File: config.mk
export PLATFORM = sky130hd
export DESIGN_NAME = ext_mem_bus
export DESIGN_NICKNAME = d
export VERILOG_FILES = /design/src/hdl/ext_mem_bus.v
export VERILOG_INCLUDE_DIRS = /design/src /design/src/hdl
export SDC_FILE = /design/constraint.sdc
export NUM_CORES = 1
export LEC_CHECK = 0
export BUFFER_PORTS_ARGS = -buffer_cell sky130_fd_sc_hd__buf_2
export CAP_MARGIN = 20
export CORE_UTILIZATION = 26
export CTS_BUF_LIST = sky130_fd_sc_hd__clkbuf_4
export DETAILED_ROUTE_END_ITERATION = 7
export PLACE_DENSITY = 0.5
export SLEW_MARGIN = 10
export SYNTH_ARGS = -nofsm -noshare
export SYNTH_HDL_FRONTEND = slang
export SYNTH_SLANG_ARGS = --single-unit
File: constraint.sdc
create_clock -name core_clk -period 4.7 [get_ports core_clk]
set_clock_uncertainty 0.15 [all_clocks]
set_input_delay 1.41 -clock core_clk [delete_from_list [all_inputs] [get_ports core_clk]]
set_output_delay 1.41 -clock core_clk [all_outputs]
set_load 0.02 [all_outputs]
File: src/hdl/ext_bus_defines.vh
`ifndef EXT_BUS_DEFINES_VH
`define EXT_BUS_DEFINES_VH

// strobe window phases inside one half machine cycle (six windows)
`define PH_LAST 3'h5
`define ALE_LAST_PH 3'h1
`define ADDR_LAST_PH 3'h2
`define STB_FIRST_PH 3'h3
`define CAP_PH 3'h2

// half-cycle kinds, one-hot
`define K_IDLE 4'h1
`define K_FETCH 4'h2
`define K_DATA_A 4'h4
`define K_DATA_B 4'h8

// reset pin hold time, in machine cycles of twelve oscillator clocks
`define RST_HOLD_MC 2
`define OSC_PER_MC 12
`define RST_CNT_W 5

// cycles after reset before the access strap is trusted
`define SEL_SETTLE 3'h5

// top of internal code space
`define INT_CODE_TOP 16'h1fff

// reset values
`define PORT_RST 8'hff
`define SYNC_RST 10'h1ff

`endif

File: src/hdl/ext_mem_bus.v
`timescale 1ns/1ps
`include "ext_bus_defines.vh"

// Operation
// low address byte and data share the low port in turn
// low port drives both levels while it serves as bus
// high port carries upper address on fetches and wide-pointer data accesses
// high port drives address ones strongly
// indirect data accesses leave high port showing its own latch
// low port bit written one floats as an input
// other ports written one stay weakly pulled high
// address latch strobe lets an outside latch catch the low byte
// address latch strobe pulses at one sixth of the clock
// one address latch pulse dropped per data access
// disable bit limits latch strobe to move instructions, else weak high
// disable bit ignored while executing external code; code ignores it only with select low, not above internal code top
// program read strobe enables external code memory
// program read strobe twice per machine cycle in external execution
// two program read strobes dropped per data access
// select held low fetches every code address externally
// select held high runs code internally
// with lock bit one, select caught at reset and kept
// data write strobe on port three bit six, read on bit seven
// reset pin high two machine cycles resets the device
// low address valid before latch strobe falls, then data or float
// read and write strobes active low, one window per access
module ext_mem_bus (
   // clock and reset
   input wire core_clk,
   input wire rst_n,
   // reset pin, access select strap and lock fuse
   input wire resetPin,
   input wire extAccessSelN,
   input wire lockBit1,
   output wire coreReset,
   // code fetch request from the core
   input wire fetchReq,
   input wire [15:0] fetchAddr,
   output wire [7:0] fetchData,
   output wire fetchDone,
   // external data request from the core
   input wire xdataReq,
   input wire xdataWrite,
   input wire xdataWide,
   input wire [15:0] xdataAddr,
   input wire [7:0] xdataWrData,
   output wire [7:0] xdataRdData,
   output wire xdataDone,
   // latch strobe control
   input wire aleDisable,
   input wire codeMoveActive,
   // port latches held by the core
   input wire [7:0] lowPortLatch,
   input wire [7:0] highPortLatch,
   input wire [7:0] aux1Latch,
   input wire [7:0] aux3Latch,
   // low address/data port pins
   input wire [7:0] lowPortIn,
   output wire [7:0] lowPortOut,
   output wire [7:0] lowPortOe,
   output wire [7:0] lowPortValue,
   // high address port pins
   output wire [7:0] highPortOut,
   output wire [7:0] highPortOe,
   output wire [7:0] highPortWeak,
   // port one pins
   output wire [7:0] aux1Out,
   output wire [7:0] aux1Oe,
   output wire [7:0] aux1Weak,
   // port three pins, data strobes on bits six and seven
   output wire [7:0] aux3Out,
   output wire [7:0] aux3Oe,
   output wire [7:0] aux3Weak,
   // address latch strobe and program read strobe pins
   output wire aleOut,
   output wire aleOe,
   output wire aleWeak,
   output wire prgReadStrobeN
);

   localparam [`RST_CNT_W-1:0] RST_CYC = `RST_HOLD_MC * `OSC_PER_MC;

   // quasi-bidirectional drive: only zeros are driven hard
   function [7:0] quasiOe;
      input [7:0] val;
      begin
         quasiOe = ~val;
      end
   endfunction

   // a bit moves only once stages two and three agree
   function [9:0] agree;
      input [9:0] s2;
      input [9:0] s3;
      input [9:0] old;
      begin
         agree = (s2 & ~(s2 ^ s3)) | (old & (s2 ^ s3));
      end
   endfunction

   reg [9:0] syncS1_r;
   reg [9:0] syncS2_r;
   reg [9:0] syncS3_r;
   reg [9:0] syncFilt_r;
   reg [`RST_CNT_W-1:0] rstCnt_r;
   reg devRst_r;
   reg [2:0] settle_r;
   reg selLatched_r;
   reg [2:0] ph_r;
   reg [2:0] ph_nxt;
   reg halfB_r;
   reg halfB_nxt;
   reg [3:0] kind_r;
   reg [3:0] kind_nxt;
   reg wr_r;
   reg wr_nxt;
   reg wide_r;
   reg wide_nxt;
   reg [15:0] addr_r;
   reg [15:0] addr_nxt;
   reg [7:0] wdat_r;
   reg [7:0] wdat_nxt;
   reg fReq_r;
   reg fReq_nxt;
   reg fPend_r;
   reg dPend_r;
   reg [7:0] fData_r;
   reg fDone_r;
   reg [7:0] dData_r;
   reg dDone_r;
   reg [7:0] lpOut_r;
   reg [7:0] lpOut_nxt;
   reg [7:0] lpOe_r;
   reg [7:0] lpOe_nxt;
   reg [7:0] hpOut_r;
   reg [7:0] hpOut_nxt;
   reg [7:0] hpOe_r;
   reg [7:0] hpOe_nxt;
   reg [7:0] hpWeak_r;
   reg [7:0] hpWeak_nxt;
   reg [7:0] a1Out_r;
   reg [7:0] a3Out_r;
   reg [7:0] a3Out_nxt;
   reg aleOut_r;
   reg aleOut_nxt;
   reg aleOe_r;
   reg aleOe_nxt;
   reg prgStbN_r;
   reg prgStbN_nxt;
   wire blkRst;
   wire selN;
   wire extExec;
   wire extFetch;
   wire aleAllowed;

   // every pin passes three stages; only the filtered level is used
   always @(posedge core_clk) begin
      if (!rst_n) begin
         syncS1_r <= `SYNC_RST;
         syncS2_r <= `SYNC_RST;
         syncS3_r <= `SYNC_RST;
         syncFilt_r <= `SYNC_RST;
      end else begin
         syncS1_r <= {resetPin, extAccessSelN, lowPortIn};
         syncS2_r <= syncS1_r;
         syncS3_r <= syncS2_r;
         syncFilt_r <= agree(syncS2_r, syncS3_r, syncFilt_r);
      end
   end

   // reset pin must stay high for two full machine cycles
   always @(posedge core_clk) begin
      if (!rst_n) begin
         rstCnt_r <= {`RST_CNT_W{1'b0}};
         devRst_r <= 1'b0;
      end else if (!syncFilt_r[9]) begin
         rstCnt_r <= {`RST_CNT_W{1'b0}};
         devRst_r <= 1'b0;
      end else if (rstCnt_r == RST_CYC - 1'b1) begin
         devRst_r <= 1'b1;
      end else begin
         rstCnt_r <= rstCnt_r + 1'b1;
      end
   end

   assign blkRst = !rst_n || devRst_r;

   // strap is caught once stages two and three both hold the real pin level,
   // otherwise the reset value of the chain would be latched instead
   always @(posedge core_clk) begin
      if (blkRst) begin
         settle_r <= `SEL_SETTLE;
         selLatched_r <= 1'b1;
      end else if (settle_r != 3'h0) begin
         settle_r <= settle_r - 3'h1;
         if (settle_r == 3'h1) begin
            selLatched_r <= syncFilt_r[8];
         end
      end
   end

   // with the fuse blank the strap is followed live
   assign selN = lockBit1 ? selLatched_r : syncFilt_r[8];
   assign extExec = !selN;
   assign extFetch = extExec || (fetchReq && (fetchAddr > `INT_CODE_TOP));
   assign aleAllowed = !aleDisable || extExec || codeMoveActive;

   // half-cycle sequencer; requests are taken at the last window of a half
   always @* begin
      ph_nxt = (ph_r == `PH_LAST) ? 3'h0 : ph_r + 3'h1;
      halfB_nxt = halfB_r;
      kind_nxt = kind_r;
      wr_nxt = wr_r;
      wide_nxt = wide_r;
      addr_nxt = addr_r;
      wdat_nxt = wdat_r;
      fReq_nxt = fReq_r;
      if (ph_r == `PH_LAST) begin
         halfB_nxt = !halfB_r;
         fReq_nxt = 1'b0;
         case (kind_r)
            `K_DATA_A: begin
               kind_nxt = `K_DATA_B;
            end
            default: begin
               // data accesses start a machine cycle and never follow back to back
               if (halfB_r && xdataReq && kind_r != `K_DATA_B) begin
                  kind_nxt = `K_DATA_A;
                  wr_nxt = xdataWrite;
                  wide_nxt = xdataWide;
                  addr_nxt = xdataAddr;
                  wdat_nxt = xdataWrData;
               end else if (extFetch) begin
                  kind_nxt = `K_FETCH;
                  addr_nxt = fetchAddr;
                  fReq_nxt = fetchReq;
               end else begin
                  kind_nxt = `K_IDLE;
               end
            end
         endcase
      end
   end

   // pin levels for the coming cycle, worked out from the next state
   always @* begin
      aleOe_nxt = 1'b1;
      aleOut_nxt = (ph_nxt <= `ALE_LAST_PH) && (kind_nxt != `K_DATA_B);
      // gate changes only between halves so no pulse is ever cut short
      if ((ph_nxt == 3'h0) ? !aleAllowed : !aleOe_r) begin
         aleOe_nxt = 1'b0;
         aleOut_nxt = 1'b0;
      end
      prgStbN_nxt = !((kind_nxt == `K_FETCH) && (ph_nxt >= `STB_FIRST_PH));
      lpOut_nxt = lowPortLatch;
      lpOe_nxt = quasiOe(lowPortLatch);
      hpOut_nxt = highPortLatch;
      hpOe_nxt = quasiOe(highPortLatch);
      hpWeak_nxt = highPortLatch;
      a3Out_nxt = aux3Latch;
      case (kind_nxt)
         `K_FETCH, `K_DATA_A: begin
            // address until just after the latch strobe falls, then float
            lpOut_nxt = addr_nxt[7:0];
            lpOe_nxt = (ph_nxt <= `ADDR_LAST_PH) ? 8'hff : 8'h00;
         end
         `K_DATA_B: begin
            lpOut_nxt = wdat_nxt;
            lpOe_nxt = wr_nxt ? 8'hff : 8'h00;
            if (ph_nxt >= `STB_FIRST_PH) begin
               a3Out_nxt = aux3Latch & (wr_nxt ? 8'hbf : 8'h7f);
            end
         end
         default: begin
            lpOut_nxt = lowPortLatch;
         end
      endcase
      if (kind_nxt == `K_FETCH || (kind_nxt[3:2] != 2'h0 && wide_nxt)) begin
         hpOut_nxt = addr_nxt[15:8];
         hpOe_nxt = 8'hff;
         hpWeak_nxt = 8'h00;
      end
   end

   // sequencer state
   always @(posedge core_clk) begin
      if (blkRst) begin
         ph_r <= 3'h0;
         halfB_r <= 1'b0;
         kind_r <= `K_IDLE;
         wr_r <= 1'b0;
         wide_r <= 1'b0;
         addr_r <= 16'h0000;
         wdat_r <= 8'h00;
         fReq_r <= 1'b0;
      end else begin
         ph_r <= ph_nxt;
         halfB_r <= halfB_nxt;
         kind_r <= kind_nxt;
         wr_r <= wr_nxt;
         wide_r <= wide_nxt;
         addr_r <= addr_nxt;
         wdat_r <= wdat_nxt;
         fReq_r <= fReq_nxt;
      end
   end

   // read data is taken three edges after the strobe window closes,
   // the time the pin needs to clear the sync chain
   always @(posedge core_clk) begin
      if (blkRst) begin
         fPend_r <= 1'b0;
         dPend_r <= 1'b0;
         fData_r <= 8'h00;
         dData_r <= 8'h00;
         fDone_r <= 1'b0;
         dDone_r <= 1'b0;
      end else begin
         fDone_r <= 1'b0;
         dDone_r <= 1'b0;
         if (ph_r == `PH_LAST) begin
            fPend_r <= (kind_r == `K_FETCH) && fReq_r;
            dPend_r <= (kind_r == `K_DATA_B) && !wr_r;
            dDone_r <= (kind_r == `K_DATA_B) && wr_r;
         end else if (ph_r == `CAP_PH) begin
            if (fPend_r) begin
               fData_r <= syncFilt_r[7:0];
               fDone_r <= 1'b1;
            end
            if (dPend_r) begin
               dData_r <= syncFilt_r[7:0];
               dDone_r <= 1'b1;
            end
            fPend_r <= 1'b0;
            dPend_r <= 1'b0;
         end
      end
   end

   // pin registers; ports idle as quasi-bidirectional at reset
   always @(posedge core_clk) begin
      if (blkRst) begin
         lpOut_r <= `PORT_RST;
         lpOe_r <= 8'h00;
         hpOut_r <= `PORT_RST;
         hpOe_r <= 8'h00;
         hpWeak_r <= `PORT_RST;
         a1Out_r <= `PORT_RST;
         a3Out_r <= `PORT_RST;
         aleOut_r <= 1'b0;
         aleOe_r <= 1'b0;
         prgStbN_r <= 1'b1;
      end else begin
         lpOut_r <= lpOut_nxt;
         lpOe_r <= lpOe_nxt;
         hpOut_r <= hpOut_nxt;
         hpOe_r <= hpOe_nxt;
         hpWeak_r <= hpWeak_nxt;
         a1Out_r <= aux1Latch;
         a3Out_r <= a3Out_nxt;
         aleOut_r <= aleOut_nxt;
         aleOe_r <= aleOe_nxt;
         prgStbN_r <= prgStbN_nxt;
      end
   end

   // core-side results
   assign coreReset = devRst_r;
   assign fetchData = fData_r;
   assign fetchDone = fDone_r;
   assign xdataRdData = dData_r;
   assign xdataDone = dDone_r;
   assign lowPortValue = syncFilt_r[7:0];

   // low and high port pins
   assign lowPortOut = lpOut_r;
   assign lowPortOe = lpOe_r;
   assign highPortOut = hpOut_r;
   assign highPortOe = hpOe_r;
   assign highPortWeak = hpWeak_r;

   // plain ports: a one is only a weak pull, so outside logic may win
   assign aux1Out = a1Out_r;
   assign aux1Oe = quasiOe(a1Out_r);
   assign aux1Weak = a1Out_r;
   assign aux3Out = a3Out_r;
   assign aux3Oe = quasiOe(a3Out_r);
   assign aux3Weak = a3Out_r;

   // strobe pins; the weak pull holds the latch strobe high while it is gated off
   assign aleOut = aleOut_r;
   assign aleOe = aleOe_r;
   assign aleWeak = !aleOe_r;
   assign prgReadStrobeN = prgStbN_r;

endmodule // ext_mem_bus

* After elaboration in Yosys (flattened, before gate mapping) *
Cells that the tools add are included.

operators by class
  add/sub/neg operators = 3
  $lt $le $gt $ge = 4
  eq/ne operators = 12
  mux-type cells = 41
  bitwise logic cells = 12
  reductions and logical operators = 33

operators by type and width
  operator                                                                number
  8-bit 2-to-1 mux                                                        11
  16-bit 2-to-1 mux                                                       4
  8-bit inverter                                                          4
  8-bit one-hot mux with 2 select lines                                   2
  10-bit AND                                                              2
  1-bit 2-to-1 mux                                                        19
  16-bit by 13-bit > comparator with 1-bit output, second input constant  1
  10-bit inverter                                                         1
  10-bit bitwise OR                                                       1
  10-bit bitwise XOR                                                      1
  1-bit logical AND                                                       9
  8-bit AND                                                               1
  4-bit by 2-bit equality test with 1-bit output, second input constant   2
  4-bit by 3-bit equality test with 1-bit output, second input constant   2
  4-bit equality test, second input constant                              2
  1-bit logical NOT                                                       8
  4-bit 2-to-1 mux                                                        2
  4-bit inequality test, second input constant                            2
  3-bit 2-to-1 mux                                                        2
  3-bit AND reduction                                                     2
  5-bit by 1-bit adder with 5-bit output, second input constant           1
  5-bit equality test, second input constant                              1
  1-bit logical OR                                                        5
  2-bit AND reduction                                                     2
  15 further kinds                                                        18

storage, ports and cells
  flip-flop bits (word level) = 164
  input port bits = 91
  logic and storage cells = 137

* Longest topological paths before layout *
Gate-level depths: netlist of the first run.

  depth after elaboration = 11
  mapped depth = 8
  depth with buffers taken out = 7

* Worst setup path after synthesis of the first run *
OpenSTA, ideal clock, no wires.

  kind = in2reg
  start point = input port xdataReq
  end point = register lpOe_r[0], in the netlist lowPortOe[0]
  library setup time = 0.146 ns
  arrival = 3.006 ns
  path slack = 1.398 ns
  stages on the path = 6
  buffers on the path = 1
  cell sequence = nand2_1 > nor4_4 > buf_2 > mux2i_1 > o32a_1 > o22ai_1

between the ends
  cells in the longest elaborated chain, start to end = 8
  elaborated cells between the ends (all ways) = 14

RTL lines
  element                                                                                                                  line               RTL
  from (decl)                                                                                                              ext_mem_bus.v:42   input wire xdataReq,
  1-bit logical AND *                                                                                                      ext_mem_bus.v:227  if (halfB_r && xdataReq && kind_r != `K_DATA_B) begin
  1-bit logical AND (no line) *                                                                                            n/a
  3-bit 2-to-1 mux                                                                                                         ext_mem_bus.v:227
  4-bit 2-to-1 mux                                                                                                         ext_mem_bus.v:221  case (kind_r)
  4-bit 2-to-1 mux                                                                                                         ext_mem_bus.v:218  if (ph_r == `PH_LAST) begin
  4-bit by 2-bit equality test with 1-bit output / 4-bit by 3-bit equality test with 1-bit output (equally long branches)  ext_mem_bus.v:261  case (kind_nxt)
  2-bit OR reduction                                                                                                       ext_mem_bus.v:261
  8-bit one-hot mux with 2 select lines *                                                                                  ext_mem_bus.v:261
  to (signal assigned)                                                                                                     ext_mem_bus.v:355  lpOe_r <= lpOe_nxt;
  to (decl)                                                                                                                ext_mem_bus.v:133  reg [7:0] lpOe_r;

Every way passes the cells marked *; elsewhere a longest branch is shown, timed or not.
A chain may end at the register's enable or synchronous reset.

* Worst setup path in the final report of the first run *
  start point = input port xdataReq
  end point = register lpOe_r[5], in the netlist lowPortOe[5]

The elaborated chain is that of the path after synthesis.

==> impl_results.md, run 1 <==
- Part of the Yosys area used for sequential elements: 0.532
- Synth Cell Area: 0.00617 mm^2
- Critical path, cell by cell: buf_2 > nand2_1 > nor4_4 > buf_4 > mux2i_1 > o32a_1 > o22ai_1
- Post-route DRC: 0
- RSZ-0062 raised after global routing: false
- Ys async rst share: 0
- Post-CTS Setup Repair Bufs: 0
- Skew-Pair Late Insertion Delay: 550 ps
- FP Rows: 56
- P per Cell Area: 343 mW/mm^2
- Initial antenna violation count: 2
- Synth Area in Compound Gates: 0.159
- Total I/O pin count: 210
- Die width: 156 um
- Port Buffer Count: 209
- Global placer's final weighted congestion: 0.783
- Synth Area in XOR/XNOR: 0.00709
- Reg-to-reg critical path endpoint: highPortOut[3]$_SDFF_PP1_
- Top delay family on crit path: simple AND/OR/NAND/NOR gates
- Met2 WL: 7.60 mm
- Synth Area in Simple Gates: 0.182
- Leakage: 3.23 nW
- Reg2reg start: ph_r[2]$_SDFF_PP0_
- Overflow after GRT: 0
- Post-Route WL: 16.6 mm
- Number of CTS-inserted buffers: 17
- CP Capture Type: flop
- DRT Pass-1 Iters: 4
- Type of origin of the critical path: input pin
- WL met3: 926 um
- Slowest stage delay, CP: 410 ps
- Final core occ: 0.327
- Core area: 0.0234 mm^2
- Slew Limit Fails: 0
- Clock tree root driver cell: clkbuf_4
- Hold-fix buffers, CTS: 0
- Min-delay src: syncS1_r[6]$_SDFF_PN1_
- Share of layout cells above drive strength 1: 0.315
- CTS Sinks: 164
- Ys Warns: 0
- Worst-Margin Slew: 974 ps
- Die ar.: 0.0244 mm^2
- DR top layer: met5
- Post-synth EDFFs: 0
- Area Growth Syn to Fin: 24.0%
- CTS tree: done
- CP Class: in2reg
- Synth Flop Type: dfxtp_1
- Highest-delay cell along the critical path: o32a_1
- Initial core utilization: 0.264
- Hold Slack: 278 ps
- Min-Delay Path Depth: 1
- Die Span Y: 156 um
- Worst-path clk slew: 160 ps
- Synth top area share: 0.532
- Via count: 5004
- Largest family of logic cells by synthesized area: simple AND/OR/NAND/NOR gates
- Post-Synth Adder-Cell Area: 0.0101
- Final nets: 921
- Maximum fanout along the worst path: 17
- Setup ws final: 1500 ps
- Crit share post-route: 0.680
- Area leader, netlist: dfxtp_1
- Fin. Hold Viols: 0
- First-pass GRT wire length: 25.2 mm
- Peak Freq: 0.313 GHz
- Maximum vdd drop: 0.130 mV
- Final min period: 3200 ps
- Synth Register Bits: 164
- Synth cell types: 53
- Crit path DAT: 3460 ps
- Pin count of the biggest net entering global routing: 82
- TNS Setup: 0 ps
- Routed Antenna Nets: 0
- Worst path bufs/invs: 2
- Initial drt markers: 295
- Status: complete, no violations
- Worst relative slew slack: 0.350
- # setup viols final: 0
- Hpwl dp: 11.8 mm
- Worst Hold Class: reg2reg
- Fillers: 2539
- Area contributors post-synth: dfxtp_1 (53%), nand2b_1 (5.3%), a21oi_1 (4.6%)
- Via/cell ratio: 4.32
- Number of global-route vias before repair: 4615
- R2R Setup Slk: 1710 ps
- Synth Net Count: 749
- Worst Hold End: syncS2_r[6]$_SDFF_PN1_
- Mean post-synth cell area: 9.46 um^2
- Dpl ws: 955 ps
- Required @ worst endpoint: 4960 ps
- Cells after Synth: 653
- Mux share of post-synthesis cell area: 0.0399
- Max clock buf depth: 2
- Wirelength per Cell: 14.3 um
- Resized cells post-CTS: 0
- All-Layer GR Usage: 0.137
- H-tree depth: 4
- Metal-1 WL: 7.88 mm
- R2r worst-path depth: 5
- Max-cap viol count: 0
==> sequential cells by signal, indices dropped and copies added (netlist names), 10 cells and up, named ones only <==
| signal | flops |
|---|---|
| addr_r | 16 |
| syncS1_r | 10 |
| syncS2_r | 10 |
| syncS3_r | 10 |
==> report_power, final <==
group	switching, mW	internal (mW)
combinational	0.163	0.108
sequential	0.0238	1.44
clock	0.591	0.297
total	0.778	1.84
==> routing by layer <==
layer  vias to the layer above  global-route usage
li1                       2558                   -
met1                      2287               0.181
met2                       143               0.216
met3                        14              0.0353
met4                         2              0.0462
met5                         -                   0
==> Yosys cell counts (9+ instances only) <==
cell type / number
nand2_1: 50
nand3_1: 9
nand2b_1: 52
nor3_1: 16
nor2_1: 52
buf_4: 24
dfxtp_1: 164
inv_1: 26
and3_1: 10
and2_1: 13
clkbuf_1: 28
a21oi_1: 57
mux2i_1: 21
o22ai_1: 9
o21ai_0: 29
==> through the flow <==
step | instance area (um^2) | cells | power [mW]
4_1_cts | 7650 | 1157 | 2.68
3_3_place_gp | 7340 | 1125 | 1.77
5_1_grt | 7650 | 1158 | 2.77
2_1_floorplan | 6170 | 653 | 1.66
6_report | 7650 | 1158 | 2.62
3_5_place_dp | 7340 | 1125 | 1.77
==> worst max-delay path by stage <==
stage	startpoint	endpoint	slack [ps]	depth (start not counted)
3_3_place_gp	xdataReq	lowPortOe[0]$_SDFF_PP0_	990	7
4_1_cts	xdataReq	lowPortOe[5]$_SDFF_PP0_	1580	7
2_1_floorplan	xdataReq	lowPortOe[0]$_SDFF_PP0_	1400	6
6_report	xdataReq	lowPortOe[5]$_SDFF_PP0_	1500	7
5_1_grt	xdataReq	lowPortOe[5]$_SDFF_PP0_	1450	7
3_5_place_dp	xdataReq	lowPortOe[5]$_SDFF_PP0_	960	7
==> final cells by class <==
class	count	area, um^2	area share
clock buffer	17	128	0.0167
inverter	26	97.6	0.0128
timing repair buffer	214	1080	0.142
sequential	164	3280	0.429
antenna	1	2.50	0.000327
tap	319	399	0.0521
multi-input combinational	402	2470	0.323
clock inverter	15	188	0.0245
==> placed cells by master, fill, tap and decap left out, drive strengths merged, types with 9 or more instances in the layout <==
cell / n
buf: 214
clkbuf: 17
o22ai: 9
and2: 13
nor2: 53
nor3: 16
mux2i: 22
a21oi: 57
dfxtp: 164
and3: 10
inv: 33
o21ai: 29
nand2: 50
nand3: 9
nand2b: 52
==> cell families (layout without fill, tap and decap cells) <==
logic type / count (synthesis) / after routing
AOI/OAI and AO/OA: 150 / 150
xor gates and xnor gates: 5 / 5
adders and majority gates: 5 / 5
buffers and inverters: 87 / 272
DFF: 164 / 164
muxes: 24 / 24
other: 0 / 1
and+or+nand+nor: 218 / 218
==> worst register-to-register path, cell delays in order, from the launching register on <==
cell and delay (ps):
dfxtp_1 530, and3b_1 460, nand2b_1 390, o32ai_1 440
mux2i_2 700, mux2i_1 260
Power figures use the tool's default switching activity.
==> run 2, diff against run 1 <==
- PLACE_DENSITY: 0.5 -> 0.52
- clock period: 4.7 -> 2.7 ns (I/O delays scaled with it)
==> run 2 against run 1 <==
Against the previous run:
- setup slack worse by 1300 ps
- cell count increased by 2.0%
- first-iteration DRC count shrank 4.4%
- sequential cell count is the same
- largest power group unchanged
- total power up 82%
- non-clock buffer count rose by 24
- routed wire length about the same
- combinational power is 84% higher
- worst hold slack worse by 19 ps
==> impl_results.md, run 2 (same netlist as run 1, synthesis figures left out) <==
- Slowest stage delay, CP: 520 ps (was 410 ps)
- Initial drt markers: 282 (was 295)
- Die Span Y: 156 um (unchanged)
- Die ar.: 0.0244 mm^2 (unchanged)
- Highest-delay cell along the critical path: nor4b_2 (was o32a_1)
- Critical path, cell by cell: nor4b_2 > nand2b_1 > o32ai_1 > buf_4 > mux2i_2 > buf_4 > mux2i_1 (was buf_2 > nand2_1 > nor4_4 > buf_4 > mux2i_1 > o32a_1 > o22ai_1)
- H-tree depth: 4 (unchanged)
- Routed Antenna Nets: 0 (unchanged)
- Post-Route WL: 16.6 mm (about the same)
- Initial antenna violation count: 1 (was 2)
- Max reg flops: 16 (unchanged)
- Peak Freq: 0.405 GHz
- Post-CTS Setup Repair Bufs: 0 (unchanged)
- Worst-Margin Slew: 652 ps (was 974 ps)
- Maximum vdd drop: 0.256 mV (was 0.130 mV)
- Most frequent cells in the layout: buf_2 (209), dfxtp_1 (164), a21oi_1 (57) (unchanged)
- Core area: 0.0234 mm^2 (unchanged)
- # setup viols final: 0 (unchanged)
- Via/cell ratio: 4.35 (was 4.32)
- Hold Slack: 258 ps (was 278 ps)
- Antenna cells: 0 (was 1)
- CP Capture Type: flop (unchanged)
- DRT Pass-1 Iters: 5 (was 4)
- Die width: 156 um (unchanged)
- FP Rows: 56 (unchanged)
- CTS Sinks: 164 (unchanged)
- Seq. cell area: 0.00328 mm^2 (unchanged)
- Crit path DAT: 2810 ps (was 3460 ps)
- GR Util met3: 0.0344 (was 0.0353)
- CP Class: reg2reg (was in2reg)
- Met1 Use GR: 0.176 (was 0.181)
- Initial core utilization: 0.264 (unchanged)
- Worst Hold Class: in2reg (was reg2reg)
- Global placer's final weighted congestion: 0.770 (was 0.783)
- Skew-Pair Late Insertion Delay: 550 ps (about the same)
- Share of layout cells above drive strength 1: 0.334 (was 0.315)
- Fin. Hold Viols: 0 (unchanged)
- GR Layer Usage met2: 0.231 (was 0.216)
- Worst path bufs/invs: 2 (unchanged)
- TNS Setup: 0 ps (unchanged)
- Overflow after GRT: 0 (unchanged)
- Leading cell type in the layout, fill and taps excluded: buf_2 (unchanged)
- Pin count of the biggest net entering global routing: 46 (was 82)
- Crit share post-route: 0.914
- CTS tree: done (unchanged)
- Top cell by count, worst path: buf_4
- Wirelength per Cell: 14.0 um (was 14.3 um)
- Hold-fix buffers, CTS: 0 (unchanged)
- Maximum fanout along the worst path: 8 (was 17)
- First-pass GRT wire length: 25.7 mm (was 25.2 mm)
- Clock tree root driver cell: clkbuf_4 (unchanged)
- Total I/O pin count: 210 (unchanged)
- Max clock buf depth: 2 (unchanged)
- Final min period: 2470 ps
- RSZ-0062 raised after global routing: false (unchanged)
- Top delay family on crit path: simple AND/OR/NAND/NOR gates (unchanged)
- Max-cap viol count: 0 (unchanged)
- Largest Register: addr_r (unchanged)
- Multi-input gate area: 0.00247 mm^2 (unchanged)
- Post-route DRC: 0 (unchanged)
- Leakage: 3.38 nW (was 3.23 nW)
- Number of global-route vias before repair: 4896 (was 4615)
- Final nets: 945 (was 921)
- All-Layer GR Usage: 0.139 (was 0.137)
- Hpwl dp: 12.1 mm (was 11.8 mm)
- Fillers: 2494 (was 2539)
- Required @ worst endpoint: 3040 ps (was 4960 ps)
- Number of CTS-inserted buffers: 17 (unchanged)
- Area Growth Syn to Fin: 28.0% (was 24.0%)
- Final core occ: 0.338 (was 0.327)
- Type of origin of the critical path: flop (was input pin)
- Slew Limit Fails: 0 (unchanged)
- P per Cell Area: 604 mW/mm^2 (was 343 mW/mm^2)
- Port Buffer Count: 209 (unchanged)
- Via count: 5140 (was 5004)
- Status: complete, no violations (unchanged)
- Worst-path clk slew: 160 ps (about the same)
- Gr busiest metal: met2 (unchanged)
- Resized cells post-CTS: 0 (unchanged)
- Worst relative slew slack: 0.563 (was 0.350)
[run 2: changes by cell type in the layout (fill, tap and decap cells not counted), sizes merged]
cell	delta
buf	+24
bufinv	+3
diode	-1
clkinv	-4
clkbuf	+1
[run 2: per-stage QoR]
step	instances	setup slack, ps	total power [mW]	instance area, um^2
after CTS	1181	226	4.86	7900
after floorplan	653	64.4	2.89	6180
after global routing	1181	59.5	5.02	7900
after global placement	1149	93.9	3.09	7550
final	1181	233	4.77	7900
after detailed placement	1149	10.8	3.10	7550
[run 2: cell type report]
| class | count | area share |
|---|---|---|
| multi-input cells | 402 | 0.313 |
| well taps | 319 | 0.0505 |
| flip-flops and latches | 164 | 0.415 |
| repair buffers | 238 | 0.165 |
| inverters | 26 | 0.0123 |
| clock buffers | 18 | 0.0171 |
| clock inverters | 14 | 0.0271 |
[run 2: worst paths after layout]
kind                                        startpoint                         to  slack, ps  cells past startpoint
worst min register to register  syncS1_r[5]$_SDFF_PN1_     syncS2_r[5]$_SDFF_PN1_        270                      1
worst min-delay path                      aux3Latch[4]      aux3Out[4]$_SDFF_PP1_        260                      2
worst max register to register    kind_r[2]$_SDFF_PP0_  highPortOut[5]$_SDFF_PP1_        230                      7
worst max-delay path              kind_r[2]$_SDFF_PP0_  highPortOut[5]$_SDFF_PP1_        230                      7
[run 2: power by group]
group	internal [mW]	switching (mW)
Combinational	0.205	0.293
Clock	0.779	0.955
Sequential	2.51	0.0354
[run 2: layer usage]
layer,vias to the layer above,wire length (um)
li1,2611,-
met1,2351,7560
met2,163,7880
met3,13,969
met4,2,158
met5,-,12
==> run 3, diff against run 2 <==
- ABC_AREA: default -> 1
- PLACE_DENSITY: 0.52 -> 0.51
==> run 3 against run 2 <==
Against the previous run:
- global-route usage fell by 0.40 points
- clock power fell by 6%
- maximum frequency grew 7.8%
- routed wire length down 2.0%
- cell area decreased by 0.98%
- utilization decreased by 0.43 points
- total power down 3.5%
- sequential share of layout area is 0.41 points higher
- register-to-register slack better by 180 ps
- sequential cell count stayed put
- largest power group unchanged
- highest routed layer unchanged
==> impl_results.md, run 3 <==
- Status: complete, no violations (unchanged)
- Maximum vdd drop: 0.258 mV (was 0.256 mV)
- Crit share post-route: 0.848 (was 0.914)
- Port Buffer Count: 209 (unchanged)
- Ys Warns: 0 (unchanged)
- Synth Cell Area: 0.00622 mm^2 (was 0.00617 mm^2)
- Via count: 5195 (was 5140)
- R2R Setup Slk: 410 ps (was 230 ps)
- CTS tree: done (unchanged)
- Clock tree root driver cell: clkbuf_4 (unchanged)
- Tot Pwr: 4.60 mW (was 4.77 mW)
- P per Cell Area: 588 mW/mm^2 (was 604 mW/mm^2)
- Switching share of power: 0.287 (was 0.269)
- Core area: 0.0235 mm^2 (was 0.0234 mm^2)
- First-pass GRT wire length: 25.1 mm (was 25.7 mm)
- Initial antenna violation count: 2 (was 1)
- Hold-fix buffers, CTS: 0 (unchanged)
- Worst-Margin Slew: 923 ps (was 652 ps)
- Internal power: 3.28 mW (was 3.49 mW)
- Hpwl dp: 12.0 mm (was 12.1 mm)
- Total I/O pin count: 210 (unchanged)
- Most common cell in the netlist: dfxtp_1 (unchanged)
- Post-synth EDFFs: 0 (unchanged)
- Crit path DAT: 2630 ps (was 2810 ps)
- Sequential share of power: 0.551 (was 0.532)
- Global placer's final weighted congestion: 0.763 (was 0.770)
- # setup viols final: 0 (unchanged)
- Synth Net Count: 847 (was 749)
- Type of origin of the critical path: flop (unchanged)
- All-Layer GR Usage: 0.135 (was 0.139)
- Largest Register: addr_r (unchanged)
- Cells after Synth: 751 (was 653)
- Overflow after GRT: 0 (unchanged)
- Worst relative slew slack: 0.385 (was 0.563)
- Max-cap viol count: 0 (unchanged)
- CP startpoint: ph_r[0]$_SDFF_PP0_ (was kind_r[2]$_SDFF_PP0_)
- FP Rows: 56 (unchanged)
- CP Class: reg2reg (unchanged)
- Resized cells post-CTS: 0 (unchanged)
- Final min period: 2290 ps (was 2470 ps)
- Skew-Pair Late Insertion Delay: 550 ps (about the same)
- Slew Limit Fails: 0 (unchanged)
- Initial core utilization: 0.265 (was 0.264)
- Synth Flop Type: dfxtp_1 (unchanged)
- Worst setup endpoint: lowPortOut[6]$_SDFF_PP1_ (was highPortOut[5]$_SDFF_PP1_)
- Die ar.: 0.0245 mm^2 (was 0.0244 mm^2)
- Max clock buf depth: 2 (unchanged)
- Post-CTS Setup Repair Bufs: 0 (unchanged)
- Most frequent cells in the layout: buf_2 (209), dfxtp_1 (164), nand2_1 (132) (was buf_2 (209), dfxtp_1 (164), a21oi_1 (57))
- Top cell by count, worst path: nand3_4 (was buf_4)
- Reg-to-reg critical path endpoint: lowPortOut[6]$_SDFF_PP1_ (was highPortOut[5]$_SDFF_PP1_)
- Dpl ws: 8.40 ps (was 10.8 ps)
- Synth top area share: 0.528 (was 0.532)
- Mean post-synth cell area: 8.28 um^2 (was 9.46 um^2)
- Number of CTS-inserted buffers: 17 (unchanged)
- H-tree depth: 4 (unchanged)
- Fin. Hold Viols: 0 (unchanged)
- Worst Hold Class: reg2reg (was in2reg)
- Final core occ: 0.333 (was 0.338)
- Synth Register Bits: 164 (unchanged)
- Initial drt markers: 195 (was 282)
- Pin count of the biggest net entering global routing: 50 (was 46)
- Final nets: 1042 (was 945)
- Net switching power: 1.32 mW (was 1.28 mW)
- Synth cell types: 37 (was 53)
- Cell count along the critical path: 10 (was 7)
- Post-route DRC: 0 (unchanged)
- Area leader, netlist: dfxtp_1 (unchanged)
- Part of the Yosys area used for sequential elements: 0.528 (was 0.532)
- RSZ-0062 raised after global routing: false (unchanged)
- Worst path bufs/invs: 1 (was 2)
- Maximum fanout along the worst path: 9 (was 8)
- Comb power frac: 0.095 (was 0.104)
- Wirelength per Cell: 12.7 um (was 14.0 um)
- DRT Pass-1 Iters: 4 (was 5)
- Post-Route WL: 16.3 mm (was 16.6 mm)
- Via/cell ratio: 4.06 (was 4.35)
- Share of layout cells above drive strength 1: 0.346 (was 0.334)
- TNS Setup: 0 ps (unchanged)
- Leakage: 3.87 nW (was 3.38 nW)
- R2r worst-path depth: 10 (was 7)
- Routed Antenna Nets: 0 (unchanged)
- Critical path, cell by cell: nand3_4 > a21oi_2 > nand3_2 > nand2_4 > nor2_2 > nand2_2 > nand3_4 > inv_2 > nand2_1 > nand3_1 (was nor4b_2 > nand2b_1 > o32ai_1 > buf_4 > mux2i_2 > buf_4 > mux2i_1)
- Slowest stage delay, CP: 490 ps (was 520 ps)
- Number of global-route vias before repair: 4688 (was 4896)
- Required @ worst endpoint: 3040 ps (about the same)
- Max reg flops: 16 (unchanged)
- Area contributors post-synth: dfxtp_1 (53%), nand2_1 (8.0%), inv_1 (6.0%) (was dfxtp_1 (53%), nand2b_1 (5.3%), a21oi_1 (4.6%))
- Highest-delay cell along the critical path: dfxtp_1 (was nor4b_2)
- Die Span Y: 157 um (was 156 um)
- Clk pwr share: 0.354 (was 0.363)
- CTS Sinks: 164 (unchanged)
- Die width: 157 um (was 156 um)
- Ys async rst share: 0 (unchanged)
- Reg2reg start: ph_r[0]$_SDFF_PP0_ (was kind_r[2]$_SDFF_PP0_)
- CP Capture Type: flop (unchanged)
- Non-Filler Instances: 1279 (was 1181)
- Setup ws final: 411 ps (was 233 ps)
- Peak Freq: 0.437 GHz (was 0.405 GHz)
- Leading cell type in the layout, fill and taps excluded: buf_2 (unchanged)
- Inst Count DP: 1246 (was 1149)
- Worst-path clk slew: 160 ps (about the same)
- Top delay family on crit path: simple AND/OR/NAND/NOR gates (unchanged)
- Area Growth Syn to Fin: 25.9% (was 28.0%)
- Synth cell count leaders: dfxtp_1 (164), nand2_1 (133), inv_1 (100) (was dfxtp_1 (164), a21oi_1 (57), nand2b_1 (52), nor2_1 (52), nand2_1 (50))
-- run 3: cell count changes after synthesis, sizes merged, moves of 9 or more --
cell and change:
nor2 +31, nand2b -52, and2 -11, clkbuf -12, nand2 +111, nand3 +36, a21oi -14, or2 +22
and3 -10, o21ai -9, inv +88, mux2i -22
-- run 3: area by class of cell --
| class | count | area (um^2) |
|---|---|---|
| clock buffers | 18 | 135 |
| inverters | 115 | 447 |
| flip-flops and latches | 164 | 3280 |
| multi-input cells | 427 | 2230 |
| clock inverters | 14 | 184 |
| repair buffers | 221 | 1150 |
| fillers | 2526 | 15600 |
| well taps | 319 | 399 |
| diodes | 1 | 2.50 |
-- run 3: power by group through the flow --
| stage | combinational [mW] | sequential (mW) | clock (mW) |
|---|---|---|---|
| finish | 0.435 | 2.54 | 1.63 |
| CTS | 0.443 | 2.54 | 1.72 |
| detailed placement | 0.442 | 2.59 | 0 |
| global placement | 0.439 | 2.59 | 0 |
| floorplan | 0.216 | 2.64 | 0 |
| global route | 0.488 | 2.55 | 1.81 |
-- run 3: per-stage QoR --
step                area, um^2  hold slack, ps
floorplan                 6220             230
global placement          7500             233
detailed placement        7500             234
CTS                       7820             192
global route              7820             200
finish                    7830             260
-- run 3: cell families (layout without fill, tap and decap cells) --
group                    after synthesis  in the layout  synth area share
AO/OA/AOI/OAI                         92             92            0.0860
flip-flops                           164            164             0.528
XOR/XNOR                               2              2           0.00282
buffers and inverters                160            368             0.115
adder cells (fa/ha/maj)                5              5            0.0101
AND/OR/NAND/NOR                      328            328             0.258
other                                  0              1                 0
-- run 3: worst min path at each step --
stage | start | to | slack, ps | cells after the start
after floorplan | syncS1_r[0]$_SDFF_PN1_ | syncS2_r[0]$_SDFF_PN1_ | 230 | 2
after global placement | syncS1_r[2]$_SDFF_PN1_ | syncS2_r[2]$_SDFF_PN1_ | 230 | 2
after global routing | lowPortIn[6] | syncS1_r[6]$_SDFF_PN1_ | 200 | 3
after CTS | aux1Latch[1] | aux1Out[1]$_SDFF_PP1_ | 190 | 2
after detailed placement | syncS1_r[6]$_SDFF_PN1_ | syncS2_r[6]$_SDFF_PN1_ | 230 | 2
final | syncS1_r[0]$_SDFF_PN1_ | syncS2_r[0]$_SDFF_PN1_ | 260 | 2
-- run 3: worst min-delay path: stages, from the launching register on --
cell	delay [ps]
dfxtp_1	330
inv_1	30
nand2_1	40
-- run 3: per-layer routing --
layer | track usage | vias up | wire length, um | share of wire
met2 | 0.224 | 170 | 7480 | 0.46
met5 | 0 | - | 12 | 0.00074
met3 | 0.0377 | 15 | 1050 | 0.064
li1 | - | 2695 | - | -
met4 | 0.0425 | 2 | 153 | 0.0094
met1 | 0.168 | 2313 | 7550 | 0.46
